File: src/inc/prt_pkg.sv
// Package with register map, field layout and widths of the prescaled reload timer.
package prt_pkg;
	// Widths of the two counting stages and of the register address and data.
	localparam int PRE_W  = 12;
	localparam int STEP_W = PRE_W + 1;
	localparam int CNT_W  = 16;
	localparam int ADDR_W = 8;
	localparam int DATA_W = 32;
	// Rate of the core clock that every timer interval is counted in.
	localparam int unsigned CLK_HZ = 20_000_000;

	// Register byte offsets.
	localparam logic [ADDR_W-1:0] OFF_CTRL = 8'h00;
	localparam logic [ADDR_W-1:0] OFF_MODE = 8'h04;
	localparam logic [ADDR_W-1:0] OFF_PRE  = 8'h08;
	localparam logic [ADDR_W-1:0] OFF_RLD  = 8'h0c;
	localparam logic [ADDR_W-1:0] OFF_VAL  = 8'h10;
	localparam logic [ADDR_W-1:0] OFF_STAT = 8'h14;
	localparam logic [ADDR_W-1:0] OFF_EVT  = 8'h18;
	localparam logic [ADDR_W-1:0] OFF_MASK = 8'h1c;

	// Field positions.
	localparam int CTRL_START  = 0;
	localparam int CTRL_STOP   = 1;
	localparam int MODE_HI_MSB = 3;
	localparam int MODE_EVEN   = 4;
	localparam int MODE_PERIOD = 5;
	localparam int MODE_AUTO   = 7;
	localparam int STAT_RUN    = 0;
	localparam int EVT_TIMER   = 0;
	localparam int EVT_SET     = 7;

	// Reset values and bus responses.
	localparam logic [7:0]        MODE_RST = 8'h00;
	localparam logic [7:0]        PRE_RST  = 8'h00;
	localparam logic [CNT_W-1:0]  RLD_RST  = 16'h0000;
	localparam logic [1:0]        RESP_OK  = 2'h0;
	localparam logic [1:0]        RESP_ERR = 2'h2;
endpackage

File: src/inc/prt_if.sv
// Interfaces between the timer top, its counting stages and its bus slave.
interface prt_stage_if #(parameter int W = 16);
	logic         load;
	logic         step;
	logic         auto;
	logic [W-1:0] reload;
	logic [W-1:0] count;
	logic         expire;
	logic         reach_zero;
	modport stage(input load, step, auto, reload, output count, expire, reach_zero);
	modport ctrl(output load, step, auto, reload, input count, expire, reach_zero);
endinterface

interface prt_reg_if;
	logic        wr;
	logic [7:0]  waddr;
	logic [31:0] wdata;
	logic [3:0]  wstrb;
	logic        wr_ok;
	logic        rd;
	logic [7:0]  raddr;
	logic [31:0] rdata;
	logic        rd_ok;
	modport bus(output wr, waddr, wdata, wstrb, rd, raddr, input wr_ok, rdata, rd_ok);
	modport regs(input wr, waddr, wdata, wstrb, rd, raddr, output wr_ok, rdata, rd_ok);
endinterface

File: src/core/prt_stage.sv
// Reloadable down-counting stage used for the prescaler and the main counter.
module prt_stage import prt_pkg::*; #(
	parameter int W = CNT_W
) (
	input wire logic   aclk,    // Core clock.
	input wire logic   aresetn, // Synchronous reset, active low.
	input wire logic   ce,      // Clock enable.
	prt_stage_if.stage st       // Load, step and count.
);
	logic [W-1:0] cnt_q;
	logic [W-1:0] cnt_d;

	// Next count: load wins, a step at zero reloads or holds, else decrement.
	always_comb begin
		cnt_d = cnt_q;
		if (st.load) begin
			cnt_d = st.reload;
		end else if (st.step) begin
			if (cnt_q == '0) begin
				if (st.auto) begin
					cnt_d = st.reload;
				end
			end else begin
				cnt_d = cnt_q - W'(1);
			end
		end
	end

	// Count register.
	always_ff @(posedge aclk) begin
		if (!aresetn) begin
			cnt_q <= '0;
		end else if (ce) begin
			cnt_q <= cnt_d;
		end
	end

	// Expiry after reload plus one steps, and the one-to-zero decrement.
	assign st.count      = cnt_q;
	assign st.expire     = st.step && !st.load && (cnt_q == '0);
	assign st.reach_zero = st.step && !st.load && (cnt_q == W'(1));
endmodule // prt_stage

File: src/core/prt_axil.sv
// AXI4-Lite slave front end that turns bus transfers into register strobes.
module prt_axil import prt_pkg::*; (
	input  wire logic              aclk,    // Core clock.
	input  wire logic              aresetn, // Synchronous reset, active low.
	input  wire logic              ce,      // Clock enable.
	input  wire logic [ADDR_W-1:0] awaddr,  // Write address.
	input  wire logic              awvalid, // Write address valid.
	output logic                   awready, // Write address ready.
	input  wire logic [DATA_W-1:0] wdata,   // Write data.
	input  wire logic [3:0]        wstrb,   // Write byte strobes.
	input  wire logic              wvalid,  // Write data valid.
	output logic                   wready,  // Write data ready.
	output logic [1:0]             bresp,   // Write response.
	output logic                   bvalid,  // Write response valid.
	input  wire logic              bready,  // Write response ready.
	input  wire logic [ADDR_W-1:0] araddr,  // Read address.
	input  wire logic              arvalid, // Read address valid.
	output logic                   arready, // Read address ready.
	output logic [DATA_W-1:0]      rdata,   // Read data.
	output logic [1:0]             rresp,   // Read response.
	output logic                   rvalid,  // Read data valid.
	input  wire logic              rready,  // Read data ready.
	prt_reg_if.bus                 rg       // Register strobes.
);
	logic              aw_q, aw_d, w_q, w_d, bv_q, bv_d, rv_q, rv_d;
	logic [ADDR_W-1:0] awa_q, awa_d;
	logic [DATA_W-1:0] wd_q, wd_d, rd_q, rd_d;
	logic [3:0]        ws_q, ws_d;
	logic [1:0]        br_q, br_d, rr_q, rr_d;

	// Address and data are held until both are present, then written once.
	always_comb begin
		awready  = ce && !aw_q;
		wready   = ce && !w_q;
		arready  = ce && !rv_q;
		rg.wr    = ce && aw_q && w_q && !bv_q;
		rg.waddr = awa_q;
		rg.wdata = wd_q;
		rg.wstrb = ws_q;
		rg.rd    = ce && arvalid && !rv_q;
		rg.raddr = araddr;
		{aw_d, awa_d, w_d, wd_d, ws_d} = {aw_q, awa_q, w_q, wd_q, ws_q};
		{bv_d, br_d, rv_d, rd_d, rr_d} = {bv_q, br_q, rv_q, rd_q, rr_q};
		if (awvalid && awready) begin
			aw_d  = 1'b1;
			awa_d = awaddr;
		end
		if (wvalid && wready) begin
			w_d  = 1'b1;
			wd_d = wdata;
			ws_d = wstrb;
		end
		if (rg.wr) begin
			aw_d = 1'b0;
			w_d  = 1'b0;
			bv_d = 1'b1;
			br_d = rg.wr_ok ? RESP_OK : RESP_ERR;
		end else if (bv_q && bready) begin
			bv_d = 1'b0;
		end
		if (rg.rd) begin
			rv_d = 1'b1;
			rd_d = rg.rdata;
			rr_d = rg.rd_ok ? RESP_OK : RESP_ERR;
		end else if (rv_q && rready) begin
			rv_d = 1'b0;
		end
	end

	// Channel state registers.
	always_ff @(posedge aclk) begin
		if (!aresetn) begin
			{aw_q, w_q, bv_q, rv_q} <= 4'h0;
			{awa_q, wd_q, ws_q}     <= '0;
			{br_q, rr_q, rd_q}      <= '0;
		end else if (ce) begin
			{aw_q, awa_q, w_q, wd_q, ws_q} <= {aw_d, awa_d, w_d, wd_d, ws_d};
			{bv_q, br_q, rv_q, rd_q, rr_q} <= {bv_d, br_d, rv_d, rd_d, rr_d};
		end
	end

	assign bvalid = bv_q;
	assign bresp  = br_q;
	assign rvalid = rv_q;
	assign rdata  = rd_q;
	assign rresp  = rr_q;
endmodule // prt_axil

File: src/core/prt_timer.sv
// Top of the prescaled reload timer: registers, start and stop control, events, checks.
//
// Our own choices: the register offsets and the AXI4-Lite interface to the registers.
module prt_timer import prt_pkg::*; (
	input  wire logic              aclk,        // Core clock.
	input  wire logic              aresetn,     // Synchronous reset, active low.
	input  wire logic              ce,          // Clock enable, freezes all state.
	input  wire logic              proto_event, // Protocol start event, same clock.
	input  wire logic [ADDR_W-1:0] awaddr,      // Write address.
	input  wire logic              awvalid,     // Write address valid.
	output logic                   awready,     // Write address ready.
	input  wire logic [DATA_W-1:0] wdata,       // Write data.
	input  wire logic [3:0]        wstrb,       // Write byte strobes.
	input  wire logic              wvalid,      // Write data valid.
	output logic                   wready,      // Write data ready.
	output logic [1:0]             bresp,       // Write response.
	output logic                   bvalid,      // Write response valid.
	input  wire logic              bready,      // Write response ready.
	input  wire logic [ADDR_W-1:0] araddr,      // Read address.
	input  wire logic              arvalid,     // Read address valid.
	output logic                   arready,     // Read address ready.
	output logic [DATA_W-1:0]      rdata,       // Read data.
	output logic [1:0]             rresp,       // Read response.
	output logic                   rvalid,      // Read data valid.
	input  wire logic              rready,      // Read data ready.
	output logic                   irq          // Level interrupt, active high.
);
	prt_reg_if               rg();
	prt_stage_if #(.W(STEP_W)) pre();
	prt_stage_if #(.W(CNT_W))  mst();

	logic [7:0]       mode_q, mode_d, pre_q, pre_d, mask_q, mask_d;
	logic [CNT_W-1:0] rld_q, rld_d;
	logic             evt_q, evt_d, run_q, run_d;
	logic             sw_start, sw_stop, start, evt_set, evt_clr, evt_rd, periodic;

	// Bus slave front end.
	prt_axil u_bus (
		.aclk    (aclk),
		.aresetn (aresetn),
		.ce      (ce),
		.awaddr  (awaddr),
		.awvalid (awvalid),
		.awready (awready),
		.wdata   (wdata),
		.wstrb   (wstrb),
		.wvalid  (wvalid),
		.wready  (wready),
		.bresp   (bresp),
		.bvalid  (bvalid),
		.bready  (bready),
		.araddr  (araddr),
		.arvalid (arvalid),
		.arready (arready),
		.rdata   (rdata),
		.rresp   (rresp),
		.rvalid  (rvalid),
		.rready  (rready),
		.rg      (rg.bus)
	);

	// Prescaler: steps on every core clock while running; its reload doubles the
	// prescale value and adds the even bit, so one step lasts 2P+1 or 2P+2 clocks.
	assign pre.load   = start;
	assign pre.step   = run_q;
	assign pre.auto   = 1'b1;
	assign pre.reload = {mode_q[MODE_HI_MSB:0], pre_q, mode_q[MODE_EVEN]};

	// Main counter: one step per prescaler expiry, a decrement or, at zero when periodic, a reload.
	assign periodic   = mode_q[MODE_PERIOD];
	assign mst.load   = start;
	assign mst.step   = pre.expire;
	assign mst.auto   = periodic;
	assign mst.reload = rld_q;

	prt_stage #(.W(STEP_W)) u_pre (
		.aclk    (aclk),
		.aresetn (aresetn),
		.ce      (ce),
		.st      (pre.stage)
	);

	prt_stage #(.W(CNT_W)) u_mst (
		.aclk    (aclk),
		.aresetn (aresetn),
		.ce      (ce),
		.st      (mst.stage)
	);

	// Address map check for both directions.
	function automatic logic mapped(input logic [ADDR_W-1:0] a);
		mapped = (a == OFF_CTRL) || (a == OFF_MODE) || (a == OFF_PRE) || (a == OFF_RLD)
			|| (a == OFF_VAL) || (a == OFF_STAT) || (a == OFF_EVT) || (a == OFF_MASK);
	endfunction

	assign rg.wr_ok = mapped(rg.waddr);
	assign rg.rd_ok = mapped(rg.raddr);

	// Read data multiplexer; unused bits read as zero.
	always_comb begin
		rg.rdata = '0;
		if (rg.raddr == OFF_MODE) begin
			rg.rdata[7:0] = mode_q;
		end else if (rg.raddr == OFF_PRE) begin
			rg.rdata[7:0] = pre_q;
		end else if (rg.raddr == OFF_RLD) begin
			rg.rdata[CNT_W-1:0] = rld_q;
		end else if (rg.raddr == OFF_VAL) begin
			rg.rdata[CNT_W-1:0] = mst.count;
		end else if (rg.raddr == OFF_STAT) begin
			rg.rdata[STAT_RUN] = run_q;
		end else if (rg.raddr == OFF_EVT) begin
			rg.rdata[EVT_TIMER] = evt_q;
		end else if (rg.raddr == OFF_MASK) begin
			rg.rdata[7:0] = mask_q;
		end
	end

	// Register writes, start and stop decoding, event flag and running state.
	always_comb begin
		mode_d   = mode_q;
		pre_d    = pre_q;
		rld_d    = rld_q;
		mask_d   = mask_q;
		sw_start = 1'b0;
		sw_stop  = 1'b0;
		evt_set  = 1'b0;
		evt_clr  = 1'b0;
		if (rg.wr) begin
			if (rg.waddr == OFF_CTRL) begin
				if (rg.wstrb[0]) begin
					sw_start = rg.wdata[CTRL_START];
					sw_stop  = rg.wdata[CTRL_STOP];
				end
			end else if (rg.waddr == OFF_MODE) begin
				if (rg.wstrb[0]) begin
					mode_d = rg.wdata[7:0];
				end
			end else if (rg.waddr == OFF_PRE) begin
				if (rg.wstrb[0]) begin
					pre_d = rg.wdata[7:0];
				end
			end else if (rg.waddr == OFF_RLD) begin
				if (rg.wstrb[0]) begin
					rld_d[7:0] = rg.wdata[7:0];
				end
				if (rg.wstrb[1]) begin
					rld_d[15:8] = rg.wdata[15:8];
				end
			end else if (rg.waddr == OFF_EVT) begin
				if (rg.wstrb[0] && rg.wdata[EVT_TIMER]) begin
					evt_set = rg.wdata[EVT_SET];
					evt_clr = !rg.wdata[EVT_SET];
				end
			end else if (rg.waddr == OFF_MASK) begin
				if (rg.wstrb[0]) begin
					mask_d = rg.wdata[7:0];
				end
			end
		end
		start  = sw_start || (mode_q[MODE_AUTO] && proto_event);
		evt_rd = rg.rd && (rg.raddr == OFF_EVT);
		// Hardware set wins over a clear in the same cycle.
		evt_d = evt_q;
		if (evt_clr || evt_rd) begin
			evt_d = 1'b0;
		end
		if (mst.reach_zero || evt_set) begin
			evt_d = 1'b1;
		end
		// Expiry touches only the flag and the running bit, nothing else.
		run_d = run_q;
		if (mst.reach_zero && !periodic) begin
			run_d = 1'b0;
		end
		if (start) begin
			run_d = 1'b1;
		end
		if (sw_stop) begin
			run_d = 1'b0;
		end
	end

	// Control and status registers.
	always_ff @(posedge aclk) begin
		if (!aresetn) begin
			mode_q <= MODE_RST;
			pre_q  <= PRE_RST;
			rld_q  <= RLD_RST;
			mask_q <= 8'h00;
			evt_q  <= 1'b0;
			run_q  <= 1'b0;
		end else if (ce) begin
			mode_q <= mode_d;
			pre_q  <= pre_d;
			rld_q  <= rld_d;
			mask_q <= mask_d;
			evt_q  <= evt_d;
			run_q  <= run_d;
		end
	end

	// Interrupt level from the masked sticky flag.
	assign irq = evt_q && mask_q[EVT_TIMER];
endmodule // prt_timer

File: config.mk
export PLATFORM = sky130hd
export DESIGN_NAME = prt_timer
export DESIGN_NICKNAME = d
export VERILOG_FILES = /design/src/inc/prt_pkg.sv /design/src/inc/prt_if.sv /design/src/core/prt_stage.sv /design/src/core/prt_axil.sv /design/src/core/prt_timer.sv
export SDC_FILE = /design/constraint.sdc
export NUM_CORES = 1
export LEC_CHECK = 0
export ABC_AREA = 1
export BUFFER_PORTS_ARGS = -buffer_cell sky130_fd_sc_hd__buf_2
export CAP_MARGIN = 5
export CORE_MARGIN = 2
export CORE_UTILIZATION = 55
export DETAILED_ROUTE_END_ITERATION = 16
export GPL_TIMING_DRIVEN = 1
export PLACE_DENSITY = 0.76
export REMOVE_ABC_BUFFERS = 1
export SLEW_MARGIN = 10
export SYNTH_ARGS = -nofsm -noshare
export SYNTH_HDL_FRONTEND = slang
export SYNTH_HIERARCHICAL = 1
export SYNTH_SLANG_ARGS = --single-unit
File: constraint.sdc
create_clock -name aclk -period 3.72 [get_ports aclk]
set_input_delay 0 -clock aclk [delete_from_list [all_inputs] [get_ports aclk]]
set_output_delay 0 -clock aclk [all_outputs]
set_load 0.02 [all_outputs]
Word-level counts from Yosys, hierarchy flattened
Index checks and enable logic that the tools add are counted.
{"block": "classes", "reduce_logical": 74, "mux": 54, "n_addsub": 2, "eq_ne": 16, "bitwise": 5}
{"cell": "2-to-1 mux 16 bit", "n": 5}
{"cell": "== test 8 x 5 -> 1 bit (second input constant)", "n": 8}
{"cell": "2-to-1 mux 8 bit", "n": 7}
{"cell": "2-to-1 mux 13 bit", "n": 3}
{"cell": "2-to-1 mux 1 bit", "n": 35}
{"cell": "== test 8 x 4 -> 1 bit (second input constant)", "n": 4}
{"cell": "AND reduction 2 bit", "n": 11}
{"cell": "logical AND 1 bit", "n": 21}
{"cell": "logical OR 1 bit", "n": 17}
{"cell": "== test 16 x 1 -> 1 bit (second input constant)", "n": 1}
{"cell": "== test 8 x 3 -> 1 bit (second input constant)", "n": 2}
{"cell": "zero test 16 bit", "n": 1}
{"cell": "zero test 8 bit", "n": 2}
{"cell": "subtractor 16 x 1 -> 16 bit (second input constant)", "n": 1}
{"cell": "2-to-1 mux 7 bit", "n": 2}
{"cell": "AND reduction 7 bit", "n": 2}
{"cell": "nonzero test 2 bit", "n": 7}
{"cell": "zero test 13 bit", "n": 1}
{"cell": "subtractor 13 x 1 -> 13 bit (second input constant)", "n": 1}
{"cell": "AND reduction 9 bit", "n": 1}
{"cell": "zero test 1 bit", "n": 7}
{"cell": "AND reduction 6 bit", "n": 1}
{"cell": "inverter 1 bit", "n": 5}
{"cell": "AND reduction 5 bit", "n": 1}
{"cell": "other kinds (4)", "n": 5}
{"block": "word_totals", "inputBits": 61, "regBits": 121, "out_inout_bits": 42}

Longest topological paths before layout
{"block": "depth", "ltp_word": 14, "depth_mapped": 17}

By module
The synthesis kept the hierarchy.
{"module": "prt_axil", "instances": 1, "seq_area_each_um2": 1641.6, "area_each_um2": 3472.1, "cells_each": 537}
{"module": "prt_timer", "instances": 1, "seq_area_each_um2": 840.8, "area_each_um2": 2363.5, "cells_each": 345}
{"module": "prt_stage (u_mst)", "instances": 1, "seq_area_each_um2": 320.3, "area_each_um2": 1302.5, "cells_each": 236}
{"module": "prt_stage (u_pre)", "instances": 1, "seq_area_each_um2": 260.2, "area_each_um2": 1107.3, "cells_each": 181}

Worst setup path after synthesis
No wires, ideal clock.
{"block": "synth_timing", "path_kind": "register to register", "from": "register u_bus.bv_q, in the netlist u_bus/bvalid", "to": "register u_mst.cnt_q[0], in the netlist u_mst/st.count[0]", "n_path_buf": 1, "setup_slack_ns": 1.489, "synth_period_minus_slack_ns": 2.231, "arrival_ns": 2.118, "stages_incl_launch_ff": 18, "required_time_ns": 3.607, "path_cell_list": "dfxtp_1 -> inv_1 -> nand2_1 -> nor2_1 -> nand2_1 -> inv_1 -> nand3_1 -> nand2_1 -> inv_1 -> nand2_1 -> nor2_1 -> inv_1 -> nand2_1 -> nand3_1 -> buf_2 -> nand2_1 -> nand2_1 -> nor2_1"}
{"block": "synth_via", "elab_chain_cells": 9, "word_cells_on_any_way": 11, "classes_between": "1 x eq/ne; 2 x mux; 8 x reduce/logical"}
{"element": "start: declaration", "line_no": "prt_axil.sv:25", "rtl": "logic aw_q, aw_d, w_q, w_d, bv_q, bv_d, rv_q, rv_d;"}
{"element": "start signal: assignment", "line_no": "prt_axil.sv:78", "rtl": "{bv_q, br_q, rv_q, rd_q, rr_q} <= {bv_d, br_d, rv_d, rd_d, rr_d};"}
{"element": "zero test 1 bit", "line_no": "prt_axil.sv:36", "rtl": "rg.wr = ce && aw_q && w_q && !bv_q;"}
{"element": "logical AND 1 bit", "line_no": "prt_axil.sv:36"}
{"element": "net rg.wr", "line_no": "prt_if.sv:15", "rtl": "logic wr;"}
{"element": "2-to-1 mux 1 bit", "line_no": "prt_timer.sv:129", "rtl": "if (rg.wr) begin"}
{"element": "logical OR 1 bit", "line_no": "prt_timer.sv:161", "rtl": "start = sw_start || (mode_q[MODE_AUTO] && proto_event);"}
{"element": "net mst.load", "line_no": "prt_if.sv:3", "rtl": "logic load;"}
{"element": "zero test 1 bit"}
{"element": "logical AND 1 bit (2 in series)", "line_no": "prt_stage.sv:40", "rtl": "assign st.expire = st.step && !st.load && (cnt_q == '0);"}
{"element": "net mst.step", "line_no": "prt_if.sv:4", "rtl": "logic step;"}
{"element": "nonzero test 2 bit (no source line)"}
{"element": "AND reduction 3 bit (no source line)"}
{"element": "end signal: assignment", "line_no": "prt_stage.sv:34", "rtl": "cnt_q <= cnt_d;"}
{"element": "end: declaration", "line_no": "prt_stage.sv:10", "rtl": "logic [W-1:0] cnt_q;"}
The timed path passes the listed nets, and every way through them passes these cells.
A chain may end at the register's enable or synchronous reset.

Final worst setup path
{"block": "layout_timing", "from": "register u_bus.aw_q", "to": "register u_mst.cnt_q[3], in the netlist u_mst/st.count[3]"}
{"block": "layout_via", "elab_chain_cells": 10, "word_cells_on_any_way": 12, "classes_between": "1 x eq/ne; 2 x mux; 9 x reduce/logical"}
{"element": "start: declaration", "line_no": "prt_axil.sv:25"}
{"element": "start signal: assignment", "line_no": "prt_axil.sv:77", "rtl": "{aw_q, awa_q, w_q, wd_q, ws_q} <= {aw_d, awa_d, w_d, wd_d, ws_d};"}
{"element": "logical AND 1 bit (3 in series)", "line_no": "prt_axil.sv:36"}
{"element": "net rg.wr", "line_no": "prt_if.sv:15"}
{"element": "2-to-1 mux 1 bit", "line_no": "prt_timer.sv:129"}
{"element": "logical OR 1 bit", "line_no": "prt_timer.sv:161"}
{"element": "net mst.load", "line_no": "prt_if.sv:3"}
{"element": "zero test 1 bit"}
{"element": "logical AND 1 bit (2 in series)", "line_no": "prt_stage.sv:40"}
{"element": "net mst.step", "line_no": "prt_if.sv:4"}
{"element": "nonzero test 2 bit (no source line)"}
{"element": "AND reduction 3 bit (no source line)"}
The timed path passes the listed nets, and every way through them passes these cells.

==> flow_summary.yaml <==
grt:
  antenna_found_initial: 0
  grt_overflow: 0
  grt_max_degree: 81
  grt_pass1_vias: 5976
  grt_pass1_wl_um: 27800
  groute.usage.overall: 0.235
cts:
  numCtsBuffers: 17
  clk_latency_ns: 0.41
  clock-sinks: 135
  clock_path_buffers: 2
  htree_levels: 4
  clockRootBuffer: "clkbuf_16"
  cts_tree: "done"
  clkTransAtPathRegs_ns: 0.05
layout:
  diodes: 0
  nets: 1350
  drive_gt1_frac: 0.140
  syn_to_final_growth_pct: 16.3
die:
  floorplan.initialDensity: 0.565
  row_count: 42
  die_h_um: 121
  die_x_um: 121
  dieArea_um2: 14600
  io_pins: 103
  core_um2: 13300
logic_synthesis:
  synthCells: 1185
  syn_area_per_cell_um2: 6.34
  yosys_warnings: 6
  synth_area_um2: 7510
route:
  wl_met1_um: 7900
  viasPerCell: 4.72
  routed_wl_um: 16600
  ant_nets: 0
  routed-wl-met3_um: 860
  wl_met2_um: 7590
  drt_iter0_drc: 509
  drc: 0
  wire_per_inst_um: 11.3
  first_pass_iters: 5
  route.vias.total: 6944
  top_layer: "met4"
critical_path:
  reg2reg_depth: 16
  path_cells: "nand2_1, nor2_1, nand2_1, inv_1, nand3_1, nand2_1, inv_1, nand2_1, nor2_1, inv_1, nand2_1, nand3_1, buf_4, nand2_1, nand2_1, nor2_1"
  crit_type: "flop to flop"
  reg2reg_from: "u_bus/aw_q$_SDFFE_PN0P_"
  r2r-end: "u_mst/st.count[3]$_SDFFE_PN0P_"
  cp_data_arrival_time_ns: 2.87
  crit_path_top_delay_cell: "dfxtp_1"
  crit_top_cell: "nand2_1"
  r2r_setup_slack_ns: 1.16
  endpoint: "u_mst/st.count[3]$_SDFFE_PN0P_"
  required_ns: 4.03
  cp-startpoint: "u_bus/aw_q$_SDFFE_PN0P_"
  critPathMaxFanout: 32
  end_kind: "flop"
  cp_slowest_stage_delay_ns: 0.37
  startpoint_type: "flop"
timing:
  fmax_mhz: 391
  tns_ns: 0
  final_max_slew_viol_count: 0
  fin_skew_ns: 0.00526
  slew_headroom: 0.458
  rsz0062_at_grt: "no"
  setup_viol: 0
  setup_slack_ns: 1.16
  hold_viol: 0
  post-route-min-period_ns: 2.56
  post-route-period-util: 0.688
  worst-slew-pin-transition_ns: 0.813
run:
  drv_cap: 0
placed_design:
  port-buffer-count: 82
  dpl_worst_slack_ns: 1.21
  dp_hpwl_um: 11000
  place.gp.congestion: 0.854
pwr:
  power_leakage_nw: 4.81
  total_power_mw: 3.49
  power_density_nw_per_um2: 399
  vdd_drop_max_mv: 0.284
worst_hold_path:
  min_path_type: "primary input to flop"
outcome:
  status: "finished clean"
## worst min path at each step
stage                                endpoint  depth (start not counted)       from
2_1_floorplan          mask_q[5]$_SDFFE_PN0P_                          2    aresetn
3_3_place_gp   u_bus/rg.wdata[8]$_SDFFE_PN0P_                          3   wdata[8]
3_5_place_dp   u_bus/rg.waddr[7]$_SDFFE_PN0P_                          3  awaddr[7]
4_1_cts                    evt_q$_SDFFE_PN0P_                          3         ce
5_1_grt                    evt_q$_SDFFE_PN0P_                          3         ce
6_report                   evt_q$_SDFFE_PN0P_                          3         ce
## power by group
part / internal, mW / switching (mW)
Clock: 1.05 / 0.580
Combinational: 0.120 / 0.208
Sequential: 1.49 / 0.0315
Total: 2.67 / 0.820
## stage by stage
| step | instance area [um2] | utilization | hold slack [ns] | cells |
|---|---|---|---|---|
| final | 8730 | 0.656 | 0.0426 | 1471 |
| after global routing | 8730 | 0.656 | 0.0483 | 1471 |
| after CTS | 8730 | 0.656 | 0.0197 | 1471 |
| after detailed placement | 7840 | 0.590 | 0.226 | 1411 |
| after global placement | 7840 | 0.590 | 0.220 | 1411 |
| after floorplan | 7170 | - | 0.117 | 1148 |
## sequential cells by signal, indices dropped and copies added (netlist names)
signal	cells
evt_q	1
mask_q	8
mode_q	8
mst.reload	16
pre.step	1
pre_q	8
u_bus/aw_q	1
u_bus/bresp	1
u_bus/bvalid	1
u_bus/rdata	32
u_bus/rg.waddr	8
u_bus/rg.wdata	16
u_bus/rg.wstrb	2
u_bus/rresp	1
u_bus/rvalid	1
u_bus/w_q	1
u_mst/st.count	16
u_pre/st.count	13
## per-layer routing
layer,vias to the layer above,GRT usage
met5,-,0
met4,0,0.0727
met3,16,0.0481
met2,161,0.383
met1,3027,0.313
li1,3740,-
## cells in the final DEF, fill, tap and decap left out, types with 2 or more instances in the layout
master         count
clkbuf_8           8
clkbuf_16         17
a21oi_1           45
nand3_1           33
dfxtp_1          135
o21ai_2            4
nor2_2            12
o21ai_1            8
nand2_8            2
xnor2_1            2
nor2_1           248
nor2_8             4
ha_1               4
nand4_1            5
o21ai_0           43
nor2_4             7
nand2_1          376
a21oi_2            4
nand2_2           14
clkbuf_1           2
nand3_4            2
nand3_2            4
nor3_1             2
buf_2             81
xor2_1            10
dlygate4sd3_1     31
inv_1            147
buf_4              6
nand2_4            3
inv_2              6
conb_1            19
## critical path, delay by kind of cell, from the launching register on
kind                   cells  cell delay, ns
buffers and inverters      4            0.77
flip-flops                 1            0.37
AND/OR/NAND/NOR           12            1.31
## cell type report
cell class / count / area [um2]
clock inverters: 2 / 35.0
clock buffers: 27 / 543
repair buffers: 118 / 761
flip-flops and latches: 135 / 2700
inverters: 153 / 574
multi-input cells: 860 / 3890
well taps: 176 / 220
fillers: 1223 / 4570
## what timing repair did
| action | in CTS | in global routing |
|---|---|---|
| gates resized for setup | 0 | 0 |
| hold buffers | 31 | 0 |
| hold endpoints to repair | 31 | 0 |
| buffers inserted | 0 | 0 |
(Power assumes the default switching activity.)
